File: src/hw/prc_pkg.sv
// Constants shared by the processor request coordinator.
// Assumes a 32-bit processor address whose top five bits select a region.
package prc_pkg;

  // ----------------------------------------------------------------
  // Widths and queue depth
  // ----------------------------------------------------------------
  localparam int          ADDR_W        = 32;
  localparam int          CODE_W        = 5;
  localparam int          CODE_LSB      = 27;
  localparam int          QUEUE_DEPTH   = 3;
  localparam int          CYCLE_TYPE_W  = 2;

  // ----------------------------------------------------------------
  // Region codes, address bits 31..27
  // ----------------------------------------------------------------
  localparam logic [4:0]  HOTLINE_CODE    = 5'h00;
  localparam logic [4:0]  SUB_BASE_CODE   = 5'h18;
  localparam logic [4:0]  ALIAS_BASE_CODE = 5'h1c;
  localparam logic [4:0]  TOP_CODE        = 5'h1f;
  localparam logic [4:0]  QUARTER_MASK    = 5'h1c;
  localparam logic [31:0] RESET_VECTOR    = 32'hfffff000;

  // ----------------------------------------------------------------
  // Targets and cycle types
  // ----------------------------------------------------------------
  localparam logic [1:0]  TGT_HOTLINE  = 2'h0;
  localparam logic [1:0]  TGT_BUS      = 2'h1;
  localparam logic [1:0]  TGT_SUB      = 2'h2;
  localparam logic [1:0]  TGT_WS       = 2'h3;
  localparam logic [1:0]  CT_OTHER     = 2'h0;
  localparam logic [1:0]  CT_HOT_READ  = 2'h1;
  localparam logic [1:0]  CT_BUS_READ  = 2'h2;

  // ----------------------------------------------------------------
  // Ready delays after next-address-ok, in core_clk cycles
  // ----------------------------------------------------------------
  localparam logic [1:0]  BUS_READ_DELAY = 2'h3;
  localparam logic [1:0]  HOT_READ_DELAY = 2'h2;
  localparam logic [1:0]  OTHER_DELAY    = 2'h1;

  typedef enum logic [0:0] {
    PRC_REQ_IDLE = 1'b0,
    PRC_REQ_WAIT = 1'b1
  } prc_req_state_e;

  typedef enum logic [1:0] {
    PRC_Q_EMPTY = 2'b00,
    PRC_Q_ONE   = 2'b01,
    PRC_Q_TWO   = 2'b10,
    PRC_Q_FULL  = 2'b11
  } prc_q_state_e;

endpackage : prc_pkg
File: src/hw/prc_coordinator.sv
// Processor request coordinator: queues processor cycles, routes them to
// hotline memory, global bus, subsystem or workstation interface.
// Assumes all modules and the processor run on core_clk; next-ok inputs
// are one-cycle pulses from same-clock logic.
`timescale 1ns/100ps

// What this block does
// - Decode address bits 31..27 to pick target
// - Subsystem also at alias base after reset
// - Reset vector fetch reaches boot ROM
// - Swap signal maps hotline end to top
// - Hold up to three outstanding requests
// - Three-deep two-bit cycle type queue
// - One active-low request per target module
// - Remote memory via arbitrator, others direct
// - Bus read ready three cycles after ack
// - Hotline read ready two cycles after ack
// - Other accesses ready one cycle after ack
// - Request, wait ack, then next queued address
// - Next memory cycle may follow ack directly
module prc_coordinator #(
  parameter logic [4:0] WS_BASE_CODE  = 5'h14,
  parameter logic [4:0] HOT_BASE_CODE = prc_pkg::HOTLINE_CODE,
  parameter logic [4:0] SUB_CODE      = prc_pkg::SUB_BASE_CODE,
  parameter logic [4:0] ALIAS_CODE    = prc_pkg::ALIAS_BASE_CODE
) (
  input  wire logic        core_clk,
  input  wire logic        rst_n,
  input  wire logic        proc_addr_valid,
  input  wire logic [31:0] proc_addr,
  input  wire logic        proc_write,
  output logic             proc_addr_ok,
  output logic             proc_ready_n,
  input  wire logic        map_swap,
  output logic             map_swapped,
  output logic [31:0]      module_addr,
  output logic             module_write,
  output logic             hotline_mem_request_n,
  input  wire logic        hotline_mem_next_ok,
  output logic             global_bus_request_n,
  input  wire logic        global_bus_next_ok,
  output logic             subsystem_request_n,
  input  wire logic        subsystem_next_ok,
  output logic             workstation_if_request_n,
  input  wire logic        workstation_if_next_ok
);

  // ----------------------------------------------------------------
  // Decode
  // ----------------------------------------------------------------
  function automatic logic [1:0] target_of(input logic [31:0] addr, input logic swapped);
    logic [4:0] code;
    code = addr[31:27];
    if (swapped && code == prc_pkg::TOP_CODE)
      target_of = prc_pkg::TGT_HOTLINE;
    else if (code == HOT_BASE_CODE)
      target_of = prc_pkg::TGT_HOTLINE;
    else if ((code & prc_pkg::QUARTER_MASK) == SUB_CODE)
      target_of = prc_pkg::TGT_SUB;
    else if (!swapped && (code & prc_pkg::QUARTER_MASK) == ALIAS_CODE)
      target_of = prc_pkg::TGT_SUB;
    else if ((code & prc_pkg::QUARTER_MASK) == WS_BASE_CODE)
      target_of = prc_pkg::TGT_WS;
    else
      target_of = prc_pkg::TGT_BUS;
  endfunction : target_of

  function automatic logic [31:0] mapped_of(input logic [31:0] addr, input logic swapped);
    logic [4:0] code;
    code = addr[31:27];
    if (swapped && code == prc_pkg::TOP_CODE)
      mapped_of = {HOT_BASE_CODE, addr[26:0]};
    else if (!swapped && (code & prc_pkg::QUARTER_MASK) == ALIAS_CODE)
      mapped_of = {SUB_CODE[4:2], addr[28:0]};
    else
      mapped_of = addr;
  endfunction : mapped_of

  // ----------------------------------------------------------------
  // Queue storage
  // ----------------------------------------------------------------
  logic [31:0]               q_addr_reg  [prc_pkg::QUEUE_DEPTH];
  logic                      q_write_reg [prc_pkg::QUEUE_DEPTH];
  logic [1:0]                q_tgt_reg   [prc_pkg::QUEUE_DEPTH];
  logic [1:0]                q_type_reg  [prc_pkg::QUEUE_DEPTH];
  logic [1:0]                wr_ptr_reg;
  logic [1:0]                rd_ptr_reg;
  prc_pkg::prc_q_state_e     q_state_reg;
  prc_pkg::prc_q_state_e     q_state_next;
  prc_pkg::prc_req_state_e   req_state_reg;
  logic                      map_swapped_reg;
  logic [2:0]                ready_sched_reg;
  logic [1:0]                cur_tgt_reg;
  logic                      push;
  logic                      pop;
  logic                      ack;
  logic [1:0]                new_tgt;
  logic [1:0]                rd_ptr_inc;
  logic [1:0]                delay;

  function automatic logic [1:0] ptr_inc(input logic [1:0] p);
    ptr_inc = (p == 2'(prc_pkg::QUEUE_DEPTH - 1)) ? 2'h0 : p + 2'h1;
  endfunction : ptr_inc

  // Slot frees on next-ok, since the address is no longer needed then
  assign push       = proc_addr_valid && proc_addr_ok;
  assign new_tgt    = target_of(proc_addr, map_swapped_reg);
  assign rd_ptr_inc = ptr_inc(rd_ptr_reg);

  always_comb begin
    unique case (cur_tgt_reg)
      prc_pkg::TGT_HOTLINE: ack = hotline_mem_next_ok;
      prc_pkg::TGT_BUS:     ack = global_bus_next_ok;
      prc_pkg::TGT_SUB:     ack = subsystem_next_ok;
      prc_pkg::TGT_WS:      ack = workstation_if_next_ok;
    endcase
  end

  assign pop = (req_state_reg == prc_pkg::PRC_REQ_WAIT) && ack;

  // ----------------------------------------------------------------
  // Cycle type queue and occupancy machine
  // ----------------------------------------------------------------
  always_comb begin
    q_state_next = q_state_reg;
    if (push && !pop)
      q_state_next = prc_pkg::prc_q_state_e'(q_state_reg + 2'h1);
    else if (pop && !push)
      q_state_next = prc_pkg::prc_q_state_e'(q_state_reg - 2'h1);
  end

  always_ff @(posedge core_clk or negedge rst_n) begin
    if (!rst_n) begin
      q_state_reg  <= prc_pkg::PRC_Q_EMPTY;
      proc_addr_ok <= 1'b1;
      wr_ptr_reg   <= 2'h0;
      rd_ptr_reg   <= 2'h0;
    end else begin
      q_state_reg  <= q_state_next;
      proc_addr_ok <= (q_state_next != prc_pkg::PRC_Q_FULL);
      if (push)
        wr_ptr_reg <= ptr_inc(wr_ptr_reg);
      if (pop)
        rd_ptr_reg <= rd_ptr_inc;
    end
  end

  // Entries hold no control state, so they need no reset
  always_ff @(posedge core_clk) begin
    if (push) begin
      q_addr_reg[wr_ptr_reg]  <= mapped_of(proc_addr, map_swapped_reg);
      q_write_reg[wr_ptr_reg] <= proc_write;
      q_tgt_reg[wr_ptr_reg]   <= new_tgt;
      if (proc_write)
        q_type_reg[wr_ptr_reg] <= prc_pkg::CT_OTHER;
      else if (new_tgt == prc_pkg::TGT_BUS)
        q_type_reg[wr_ptr_reg] <= prc_pkg::CT_BUS_READ;
      else if (new_tgt == prc_pkg::TGT_HOTLINE)
        q_type_reg[wr_ptr_reg] <= prc_pkg::CT_HOT_READ;
      else
        q_type_reg[wr_ptr_reg] <= prc_pkg::CT_OTHER;
    end
  end

  // ----------------------------------------------------------------
  // Map swap
  // ----------------------------------------------------------------
  // Sticky until reset; the boot alias cannot be brought back by software
  always_ff @(posedge core_clk or negedge rst_n) begin
    if (!rst_n)
      map_swapped_reg <= 1'b0;
    else if (map_swap)
      map_swapped_reg <= 1'b1;
  end

  assign map_swapped = map_swapped_reg;

  // ----------------------------------------------------------------
  // Request control
  // ----------------------------------------------------------------
  always_ff @(posedge core_clk or negedge rst_n) begin
    if (!rst_n) begin
      req_state_reg            <= prc_pkg::PRC_REQ_IDLE;
      cur_tgt_reg              <= prc_pkg::TGT_HOTLINE;
      module_addr              <= 32'h0000_0000;
      module_write             <= 1'b0;
      hotline_mem_request_n    <= 1'b1;
      global_bus_request_n     <= 1'b1;
      subsystem_request_n      <= 1'b1;
      workstation_if_request_n <= 1'b1;
    end else begin
      unique case (req_state_reg)
        prc_pkg::PRC_REQ_IDLE: begin
          if (q_state_reg != prc_pkg::PRC_Q_EMPTY) begin
            req_state_reg            <= prc_pkg::PRC_REQ_WAIT;
            cur_tgt_reg              <= q_tgt_reg[rd_ptr_reg];
            module_addr              <= q_addr_reg[rd_ptr_reg];
            module_write             <= q_write_reg[rd_ptr_reg];
            hotline_mem_request_n    <= q_tgt_reg[rd_ptr_reg] != prc_pkg::TGT_HOTLINE;
            global_bus_request_n     <= q_tgt_reg[rd_ptr_reg] != prc_pkg::TGT_BUS;
            subsystem_request_n      <= q_tgt_reg[rd_ptr_reg] != prc_pkg::TGT_SUB;
            workstation_if_request_n <= q_tgt_reg[rd_ptr_reg] != prc_pkg::TGT_WS;
          end
        end
        prc_pkg::PRC_REQ_WAIT: begin
          if (ack && q_state_reg != prc_pkg::PRC_Q_ONE) begin
            // Overlap: next entry goes out right after the ack
            cur_tgt_reg              <= q_tgt_reg[rd_ptr_inc];
            module_addr              <= q_addr_reg[rd_ptr_inc];
            module_write             <= q_write_reg[rd_ptr_inc];
            hotline_mem_request_n    <= q_tgt_reg[rd_ptr_inc] != prc_pkg::TGT_HOTLINE;
            global_bus_request_n     <= q_tgt_reg[rd_ptr_inc] != prc_pkg::TGT_BUS;
            subsystem_request_n      <= q_tgt_reg[rd_ptr_inc] != prc_pkg::TGT_SUB;
            workstation_if_request_n <= q_tgt_reg[rd_ptr_inc] != prc_pkg::TGT_WS;
          end else if (ack) begin
            req_state_reg            <= prc_pkg::PRC_REQ_IDLE;
            hotline_mem_request_n    <= 1'b1;
            global_bus_request_n     <= 1'b1;
            subsystem_request_n      <= 1'b1;
            workstation_if_request_n <= 1'b1;
          end
        end
      endcase
    end
  end

  // ----------------------------------------------------------------
  // Ready generator
  // ----------------------------------------------------------------
  always_comb begin
    unique case (q_type_reg[rd_ptr_reg])
      prc_pkg::CT_BUS_READ: delay = prc_pkg::BUS_READ_DELAY;
      prc_pkg::CT_HOT_READ: delay = prc_pkg::HOT_READ_DELAY;
      default:              delay = prc_pkg::OTHER_DELAY;
    endcase
  end

  // Schedule bit k fires ready k+1 cycles after the ack; two acks whose
  // deadlines coincide merge into one ready, a known limitation
  always_ff @(posedge core_clk or negedge rst_n) begin
    if (!rst_n) begin
      ready_sched_reg <= 3'h0;
      proc_ready_n    <= 1'b1;
    end else begin
      ready_sched_reg <= {1'b0, ready_sched_reg[2:1]} |
                         (pop ? (3'h1 << (delay - 2'h1)) : 3'h0);
      proc_ready_n    <= !((pop && delay == prc_pkg::OTHER_DELAY) ||
                           ready_sched_reg[1]);
    end
  end

endmodule : prc_coordinator

File: config.mk
export PLATFORM = sky130hd
export DESIGN_NAME = prc_coordinator
export DESIGN_NICKNAME = d
export VERILOG_FILES = /design/src/hw/prc_pkg.sv /design/src/hw/prc_coordinator.sv
export SDC_FILE = /design/constraint.sdc
export NUM_CORES = 1
export LEC_CHECK = 0
export BUFFER_PORTS_ARGS = -buffer_cell sky130_fd_sc_hd__buf_2
export CORE_MARGIN = 5
export CORE_UTILIZATION = 63
export DETAILED_ROUTE_END_ITERATION = 6
export PLACE_DENSITY = 0.95
export SLEW_MARGIN = 15
export SYNTH_ARGS = -nofsm -noshare
export SYNTH_HDL_FRONTEND = slang
export SYNTH_SLANG_ARGS = --single-unit
File: constraint.sdc
create_clock -name core_clk -period 7.7 [get_ports core_clk]
set_input_delay 0 -clock core_clk [delete_from_list [all_inputs] [get_ports core_clk]]
set_output_delay 0 -clock core_clk [all_outputs]
set_load 0.02 [all_outputs]
Yosys cells after proc, flatten, opt, wreduce, memory -nomap -nowiden:

Memories as Yosys holds them, arrays and structs flattened.
Cells that the tools add are included.

* add/subtract/negate cells: 5
* equality and inequality tests: 24
* shift operators: 1
* multiplexer cells: 63
* bitwise operators: 5
* reductions and logical operators: 21

Operator list (number)
* 2-to-1 mux 32 bit: 5
* case mux 32 bit (2 select lines): 1
* 2-to-1 mux 1 bit: 33
* 2-to-1 mux 2 bit: 14
* != test 2 bit (second input constant): 6
* case mux 1 bit (2 select lines): 6
* equality test 2 bit (second input constant): 5
* equality test 3 bit (second input constant): 3
* equality test 2 x 1 -> 1 bit (second input constant): 4
* logical AND 1 bit: 8
* != test 2 x 1 -> 1 bit (second input constant): 4
* case mux 2 bit (2 select lines): 2
* adder 2 x 1 -> 2 bit (second input constant): 3
* nonzero test 2 bit: 3
* equality test 5 bit (second input constant): 1
* zero test 5 bit: 1
* zero test 1 bit: 4
* zero test 2 bit: 2
* case mux 1 bit (4 select lines): 1
* AND reduction 2 bit: 2
* subtractor 2 x 1 -> 2 bit (second input constant): 2
* 2-to-1 mux 3 bit: 1
* != test 3 x 1 -> 1 bit (second input constant): 1
* OR 1 bit: 3
* other kinds (4): 4

* register bits: 52
* memory bits (writable): 111
* bits of input ports: 41
* output and inout port bits: 40
* word-level logic and storage cells: 138
* memories: 4

Memory list
* q_addr_reg: depth 3, width 32, read ports 2, clocked after memory_dff 0, write ports 1, RTL line prc_coordinator.sv:82 `logic [31:0] q_addr_reg [prc_pkg::QUEUE_DEPTH];`
* q_tgt_reg: depth 3, width 2, read ports 2, clocked after memory_dff 0, write ports 1, RTL line prc_coordinator.sv:84 `logic [1:0] q_tgt_reg [prc_pkg::QUEUE_DEPTH];`
* q_type_reg: depth 3, width 2, read ports 1, clocked after memory_dff 0, write ports 1, RTL line prc_coordinator.sv:85 `logic [1:0] q_type_reg [prc_pkg::QUEUE_DEPTH];`
* q_write_reg: depth 3, width 1, read ports 2, clocked after memory_dff 0, write ports 1, RTL line prc_coordinator.sv:83 `logic q_write_reg [prc_pkg::QUEUE_DEPTH];`

Logic depth before layout (Yosys ltp):

Gate-level depths: netlist of run 1.

* depth after elaboration: 14
* gate-level depth with buffers: 8
* depth with buffers taken out: 6

Least setup slack after synthesis of run 1:

Ideal clock, no wire load.

* kind: register to register
* from: reg proc_addr_ok
* to: mem q_addr_reg[1][0] (enable)
* setup time: 0.478 ns
* data arrival time: 3.544 ns
* required time: 7.222 ns
* slack: 3.678 ns
* stages on the path, launching flop included: 4
* buffers on the path: 1
* period minus slack after synthesis: 4.022 ns
* cell sequence: dfstp_2 nand2_1 clkbuf_1 nor3b_1

* cells in the longest elaborated chain, start to end: 3

Ends and longest elaborated chain
* from (decl): RTL line prc_coordinator.sv:32 `output logic proc_addr_ok,`
* from (signal assigned): RTL line prc_coordinator.sv:140 `proc_addr_ok <= (q_state_next != prc_pkg::PRC_Q_FULL);`
* logical AND 1 bit: RTL line prc_coordinator.sv:106 `assign push = proc_addr_valid && proc_addr_ok;`
* 2-to-1 mux 1 bit: RTL line prc_coordinator.sv:150 `if (push) begin`
* 2-to-1 mux 1 bit (implied by the code): RTL line prc_coordinator.sv:151 `q_addr_reg[wr_ptr_reg] <= mapped_of(proc_addr, map_swapped_reg);`
* to (decl): RTL line prc_coordinator.sv:82

No other way between the ends.

Worst setup path after layout of run 1:

* from: reg req_state_reg
* to: reg module_addr[17]

* cells in the longest elaborated chain, start to end: 3
* elaborated cells between the ends (all ways): 5
* those cells by class: eq/ne (2); mux (1); bitwise (1); reduce/logical (1)

Ends and longest elaborated chain
* from (decl): RTL line prc_coordinator.sv:90 `prc_pkg::prc_req_state_e req_state_reg;`
* from (signal assigned): RTL line prc_coordinator.sv:183 `req_state_reg <= prc_pkg::PRC_REQ_IDLE;`
* from (signal assigned): RTL line prc_coordinator.sv:195 `req_state_reg <= prc_pkg::PRC_REQ_WAIT;`
* from (signal assigned): RTL line prc_coordinator.sv:216 `req_state_reg <= prc_pkg::PRC_REQ_IDLE;`
* NOT 1 bit
* != test 2 bit (no line)
* AND reduction 2 bit (no line)
* to (signal assigned): RTL line prc_coordinator.sv:197 `module_addr <= q_addr_reg[rd_ptr_reg];`
* to (signal assigned): RTL line prc_coordinator.sv:209 `module_addr <= q_addr_reg[rd_ptr_inc];`
* to (decl): RTL line prc_coordinator.sv:36 `output logic [31:0] module_addr,`

Parallel ways exist; a longest one is shown, timed or not.
A chain may end at the register's enable or synchronous reset.

==> summary.txt, run 1 <==
Starting Density = 64.8%
top cell type's share of synthesized area = 44.7%
post-synthesis xor/xnor area fraction = 0.352%
root buf cell = clkbuf_16
crit path DAT = 3110 ps
maximum VDD drop = 0.228 mV
fill cell count = 592
H-tree depth = 4
final wirelength = 16800 um
largest net degree at the start of global routing = 77
Finished Core Util = 76.8%
Die Area = 14100 sq um
Post-Syn Instances = 430
largest family of logic cells by synthesized area = multiplexers
M1 GR Usage = 32.4%
final setup margin = 4890 ps
placed inst area = 7970 sq um
vias per std cell = 6.48
Resize count post-CTS = 0
register area = 4620 sq um
worst hold path type = in2reg
TritonCTS Buffers = 17
Avg WL per Cell = 24.1 um
Compound-Gate Fraction of Synth Area = 3.39%
Slew Viols, Final = 0
Clock Path Buffers = 2
Syn. warnings = 0
residual DRC count = 0
Post-Layout Cell Count = 697
area grow syn2layout = 18.5%
via count = 4520
cell row count = 39
Setup WS pre-CTS = 5090 ps
initial antenna violation count = 0
Tot GR Track Use = 25.2%
leakage = 3.41 nW
R2R depth = 4
First DRT Iteration DRCs = 372
commonest cells in the netlist = edfxtp_1, mux2_2, dfrtp_1
1st-pass router iterations = 7
Total Nets Final = 586
count leader, synth = edfxtp_1
RSZ-0062 raised after global routing = false
CP Max Fanout = 52
Synth Register Bits = 162
Floorplan Core Area = 11500 sq um
post-synthesis simple-gate area fraction = 4.19%
Final Hold Viols = 0
ranking of synthesized cells by area = edfxtp_1, dfrtp_1, mux2_2
Post-synth EDFFs = 111
Primary FF master, synth = edfxtp_1
CTS tree = yes
Critical Path Sink Type = flip-flop
Adder-Cell Fraction of Synth Area = 0.805%
num ports = 81
gpl congestion = 0.789
hold path cells = 2
status = finished, final reports clean
Peak Freq = 0.356 GHz
Synth cell types = 48
global-route wire length before repair = 27200 um
Avg Inst Size Synth = 17.3 sq um
Overflow after GRT = 0
Clock Skew = 12.7 ps
Cell Pwr Density = 430 nW/um^2
Clock Sinks = 162
Max Cap Viol = 0
Worst EP required = 8000 ps
post-route design area = 8840 sq um
max reg flops = 96
Mapped Area = 7460 sq um
antenna-violating nets left = 0
WS Path Type = reg2reg
Worst Tran Pin Value = 1170 ps
area of the multi-input gates = 2700 sq um
die span in x = 119 um
met3 Use GR = 6.54%
synthesized net count = 475
final period utilization = 36.5%
Worst-path clk slew = 60 ps
ant diodes = 0
post-layout min period = 2810 ps
share of cells above drive strength 1 = 45.3%
Worst-Skew Late Latency = 430 ps
busiest layer in global routing = met2
Final HPWL DP = 8980 um
Placed Cells incl. Taps = 635
multiplexer share of the synthesized area = 27.1%
Post-CTS Setup Inserts = 0
Fin Hold WS = 38.2 ps
port bufs = 80
post-synth top area cell = edfxtp_1
TNS Setup = 0 ps
grt met2 use = 42.1%
endpoints failing setup = 0
die height = 119 um
Power Total = 3.81 mW
vias in the first global route = 4772
CP Launch Type = flip-flop
Async SR Flop Fraction = 31.5%
relative slew slack = 21.8%
sequential cell area fraction in the yosys report = 61.9%
[critical path, cell delays in order, from the launching register on]
cell      delay, ps
dfrtp_2        1100
nor2_1          330
a221oi_4        280
buf_4           510
mux2_2          420
[where the power goes]
group | leakage [nW] | internal [mW] | switching [mW] | total [mW]
sequential | 1.61 | 1.21 | 0.271 | 1.48
clock | 0.279 | 0.496 | 0.337 | 0.833
combinational | 1.52 | 0.773 | 0.717 | 1.49
total | 3.41 | 2.48 | 1.32 | 3.81
[area by class of cell]
cell class | instances | share of cell area (%)
tap | 143 | 2.02
inverter | 6 | 0.255
sequential | 162 | 52.3
clock inverter | 8 | 1.17
clock buffer | 24 | 5.34
multi-input combinational | 238 | 30.5
timing repair buffer | 116 | 8.43
[cells in the final DEF (no fill, tap or decap), types with 5 or more instances in the layout]
master         synthesis  routed
nand2_1               13      13
nor2b_1                8       8
mux2_4                27      27
mux4_2                31      31
mux2i_1                7       7
mux2_2                64      64
dfstp_2                6       6
dlygate4sd3_1          0      30
clkbuf_16              0      17
mux2_1                11      11
clkbuf_1               6       5
edfxtp_1             111     111
nor3_1                 7       6
dfrtp_1               45      43
buf_4                  3       6
nor3b_1                8       6
buf_2                  9      80
a21oi_1                6       6
[cell families (layout without fill, tap and decap cells)]
kind of cell,after synthesis,after routing
flip-flops,162,162
multiplexers,140,140
AND/OR/NAND/NOR,54,54
AO/OA/AOI/OAI,36,36
buffers and inverters,30,154
adder cells (fa/ha/maj),5,5
XOR/XNOR,3,3
[timing repair]
item	CTS	global route
setup endpoints to repair	0	0
endpoints found under the hold margin	136	0
hold buffers	30	0
[layer usage]
metal | vias up | share of wire (%)
met2 | 241 | 53
met4 | 0 | 2.7
met1 | 2308 | 38
li1 | 1926 | -
met5 | - | 0
met3 | 45 | 7.0
[final timing paths]
check                                        start            endpoint  slack, ps
min in group asynchronous                    rst_n  ready_sched_reg[2]        250
worst max-delay path                 req_state_reg     module_addr[17]       4890
worst min-delay path                 proc_addr[29]   q_addr_reg[0][29]         40
max in group asynchronous                    rst_n       rd_ptr_reg[0]       6920
worst min register to register  ready_sched_reg[1]        proc_ready_n        360
worst max register to register       req_state_reg     module_addr[17]       4890
Power figures use the tool's default switching activity.
==> run 2, diff against run 1 <==
--- a/config.mk
+++ b/config.mk
@@ -5,11 +5,12 @@
 export SDC_FILE = /design/constraint.sdc
 export NUM_CORES = 1
 export LEC_CHECK = 0
+export ABC_AREA = 1
 export BUFFER_PORTS_ARGS = -buffer_cell sky130_fd_sc_hd__buf_2
 export CORE_MARGIN = 5
-export CORE_UTILIZATION = 63
+export CORE_UTILIZATION = 59
 export DETAILED_ROUTE_END_ITERATION = 6
-export PLACE_DENSITY = 0.95
+export PLACE_DENSITY = 0.92
 export SLEW_MARGIN = 15
 export SYNTH_ARGS = -nofsm -noshare
 export SYNTH_HDL_FRONTEND = slang
==> constraint.sdc (replaced) <==
create_clock -name core_clk -period 2.61 [get_ports core_clk]
set_input_delay 0 -clock core_clk [delete_from_list [all_inputs] [get_ports core_clk]]
set_output_delay 0 -clock core_clk [all_outputs]
set_load 0.02 [all_outputs]
==> run 2 against run 1 <==
Compared with the run above: sequential power increased to 2.7 times the previous value; critical endpoint is now module_addr[9]; hold slack improved by 2.0 ps; register-to-register slack got worse by 4400 ps; sequential share of layout area decreased by 0.48 points; clock-buffer cell count decreased by 2; flip-flop and latch count unchanged; core utilization decreased by 5.5 points; global-route usage about the same; wire length increased by 6.8%; total power increased to 3.0 times the previous value.
==> summary.txt, run 2 <==
status = finished, final reports clean (unchanged)
Power Total = 11.4 mW (was 3.81 mW)
Resize count post-CTS = 0 (unchanged)
endpoints failing setup = 0 (unchanged)
1st-pass router iterations = 5 (was 7)
CP Cell Sequence = nor2_4, buf_4, nand2_1, o211ai_1, nand2_1, nand2_1, nand2_1, nand2_1 (was nor2_1, a221oi_4, buf_4, mux2_2)
Overflow after GRT = 0 (unchanged)
Final Hold Viols = 0 (unchanged)
Max Cap Viol = 0 (unchanged)
Worst Tran Pin Value = 674 ps (was 1170 ps)
most common cell after layout, fill and taps aside = nand2_1 (was edfxtp_1)
synthesized net count = 839 (was 475)
port bufs = 80 (unchanged)
Avg Inst Size Synth = 9.38 sq um (was 17.3 sq um)
CP Launch Type = flip-flop (unchanged)
placed inst area = 7990 sq um (was 7970 sq um)
via count = 6126 (was 4520)
Cell Pwr Density = 1280 nW/um^2 (was 430 nW/um^2)
Avg WL per Cell = 16.5 um (was 24.1 um)
TritonCTS Buffers = 17 (unchanged)
initial antenna violation count = 0 (unchanged)
Critical Path Most Common Cell = nand2_1
area grow syn2layout = 19.7% (was 18.5%)
residual DRC count = 0 (unchanged)
cell row count = 41 (was 39)
RSZ-0062 raised after global routing = false (unchanged)
post-layout min period = 2140 ps (was 2810 ps)
global-route wire length before repair = 28900 um (was 27200 um)
Async SR Flop Fraction = 31.5% (unchanged)
Crit-path slowest cell = dfrtp_2 (unchanged)
area of the multi-input gates = 2460 sq um (was 2700 sq um)
Post-Syn Instances = 794 (was 430)
TNS Setup = 0 ps (unchanged)
Clock Skew = 7.07 ps (was 12.7 ps)
relative slew slack = 55.0% (was 21.8%)
Slew Viols, Final = 0 (unchanged)
die span in x = 122 um (was 119 um)
Mapped Area = 7450 sq um (was 7460 sq um)
Final HPWL DP = 10800 um (was 8980 um)
Die Area = 15000 sq um (was 14100 sq um)
Syn. warnings = 0 (unchanged)
Worst EP required = 2970 ps (was 8000 ps)
Post-synth EDFFs = 111 (unchanged)
max incr delay on CP = 540 ps (was 1100 ps)
final setup margin = 474 ps (was 4890 ps)
Finished Core Util = 71.2% (was 76.8%)
post-synth top area cell = edfxtp_1 (unchanged)
num ports = 81 (unchanged)
WS Path Type = reg2reg (unchanged)
commonest cells in the netlist = nand2_1, edfxtp_1, nand3_1 (was edfxtp_1, mux2_2, dfrtp_1)
Total Nets Final = 945 (was 586)
First DRT Iteration DRCs = 719 (was 372)
share of cells above drive strength 1 = 15.9% (was 45.3%)
Synth cell types = 33 (was 48)
Clock Path Buffers = 2 (unchanged)
leakage = 3.99 nW (was 3.41 nW)
final period utilization = 81.8% (was 36.5%)
vias in the first global route = 5940 (was 4772)
Clock Sinks = 162 (unchanged)
maximum VDD drop = 0.776 mV (was 0.228 mV)
Critical Path Sink Type = flip-flop (unchanged)
CTS tree = yes (unchanged)
top cell type's share of synthesized area = 44.8% (was 44.7%)
ant diodes = 0 (unchanged)
crit path DAT = 2500 ps (was 3110 ps)
Synth Register Bits = 162 (unchanged)
Fin Hold WS = 40.2 ps (was 38.2 ps)
vias per std cell = 5.65 (was 6.48)
most frequent cells in the layout = nand2_1, edfxtp_1, nand3_1, buf_2, dfrtp_1 (was edfxtp_1, buf_2, mux2_2, dfrtp_1, mux4_2)
post-route design area = 8920 sq um (was 8840 sq um)
CP Max Fanout = 43 (was 52)
worst hold path type = in2reg (unchanged)
Placed Cells incl. Taps = 1020 (was 635)
Setup WS pre-CTS = 618 ps (was 5090 ps)
final wirelength = 17900 um (was 16800 um)
Worst-path clk slew = 60 ps (about the same)
Primary FF master, synth = edfxtp_1 (unchanged)
register area = 4620 sq um (about the same)
Worst-Skew Late Latency = 430 ps (about the same)
Floorplan Core Area = 12500 sq um (was 11500 sq um)
Post-CTS Setup Inserts = 0 (unchanged)
fill cell count = 836 (was 592)
gpl congestion = 0.818 (was 0.789)
H-tree depth = 4 (unchanged)
Peak Freq = 0.468 GHz (was 0.356 GHz)
root buf cell = clkbuf_16 (unchanged)
largest net degree at the start of global routing = 51 (was 77)
Post-Layout Cell Count = 1085 (was 697)
sequential cell area fraction in the yosys report = 62.0% (was 61.9%)
Tot GR Track Use = 25.2% (about the same)
max reg flops = 96 (unchanged)
die height = 122 um (was 119 um)
count leader, synth = nand2_1 (was edfxtp_1)
antenna-violating nets left = 0 (unchanged)
Starting Density = 59.5% (was 64.8%)
ranking of synthesized cells by area = edfxtp_1, nand2_1, dfrtp_1 (was edfxtp_1, dfrtp_1, mux2_2)
run 2: cell count changes in the layout (fill, tap and decap cells not counted), moves of 11 or more:
cell	before	now
nand2_1	13	366
mux2_1	11	0
inv_1	3	42
nand3_1	1	85
mux2_4	27	0
mux4_2	31	0
o211ai_1	0	34
mux2_2	64	0
run 2: area by class of cell:
class	instances	area share [%]
clock inverter	10	1.49
multi-input combinational	545	27.6
clock buffer	22	5.21
tap	172	2.41
sequential	162	51.8
inverter	47	1.98
timing repair buffer	127	9.51
run 2: worst max-delay path, delay by kind of cell, from the launching register on:
family	cells	cell delay [ps]
AO/OA/AOI/OAI	1	120
flip-flops	1	540
AND/OR/NAND/NOR	6	880
buffers and inverters	1	510
run 2: power by group:
part	internal [mW]	switching, mW	total, mW
logic	1.50	3.45	4.96
clock network	1.55	0.951	2.50
registers	3.56	0.421	3.98
total	6.61	4.83	11.4
run 2: final timing paths:
kind	startpoint	endpoint	slack, ps	depth (start not counted)
worst max register to register	rd_ptr_reg[1]	module_addr[9]	470	8
max in group asynchronous	rst_n	module_addr[14]	1810	3
worst min-delay path	proc_addr[31]	q_addr_reg[1][31]	40	3
worst min register to register	ready_sched_reg[1]	proc_ready_n	380	1
min in group asynchronous	rst_n	module_addr[15]	140	2
worst max-delay path	rd_ptr_reg[1]	module_addr[9]	470	8
run 2: per-layer routing:
layer | wire, um | share of wire, % | vias up | global-route usage, %
met4 | 713 | 4.0 | 0 | 12.4
met3 | 1530 | 8.5 | 68 | 6.22
met2 | 8850 | 49 | 338 | 42.8
met5 | 0 | 0 | - | 0
li1 | - | - | 2851 | -
met1 | 6850 | 38 | 2869 | 30.0
run 2: logic make-up after synthesis:
| group | Yosys count | share of synthesized area (%) |
|---|---|---|
| and+or+nand+nor | 484 | 26.6 |
| DFF | 162 | 62.0 |
| AOI/OAI and AO/OA | 57 | 5.39 |
| adders and majority gates | 4 | 0.672 |
| buffers and inverters | 87 | 5.31 |
run 2: what timing repair did:
action                                  in CTS  in global routing
endpoints found under the setup margin       0                  0
hold buffers                                33                  0
endpoints found under the hold margin      119                  0
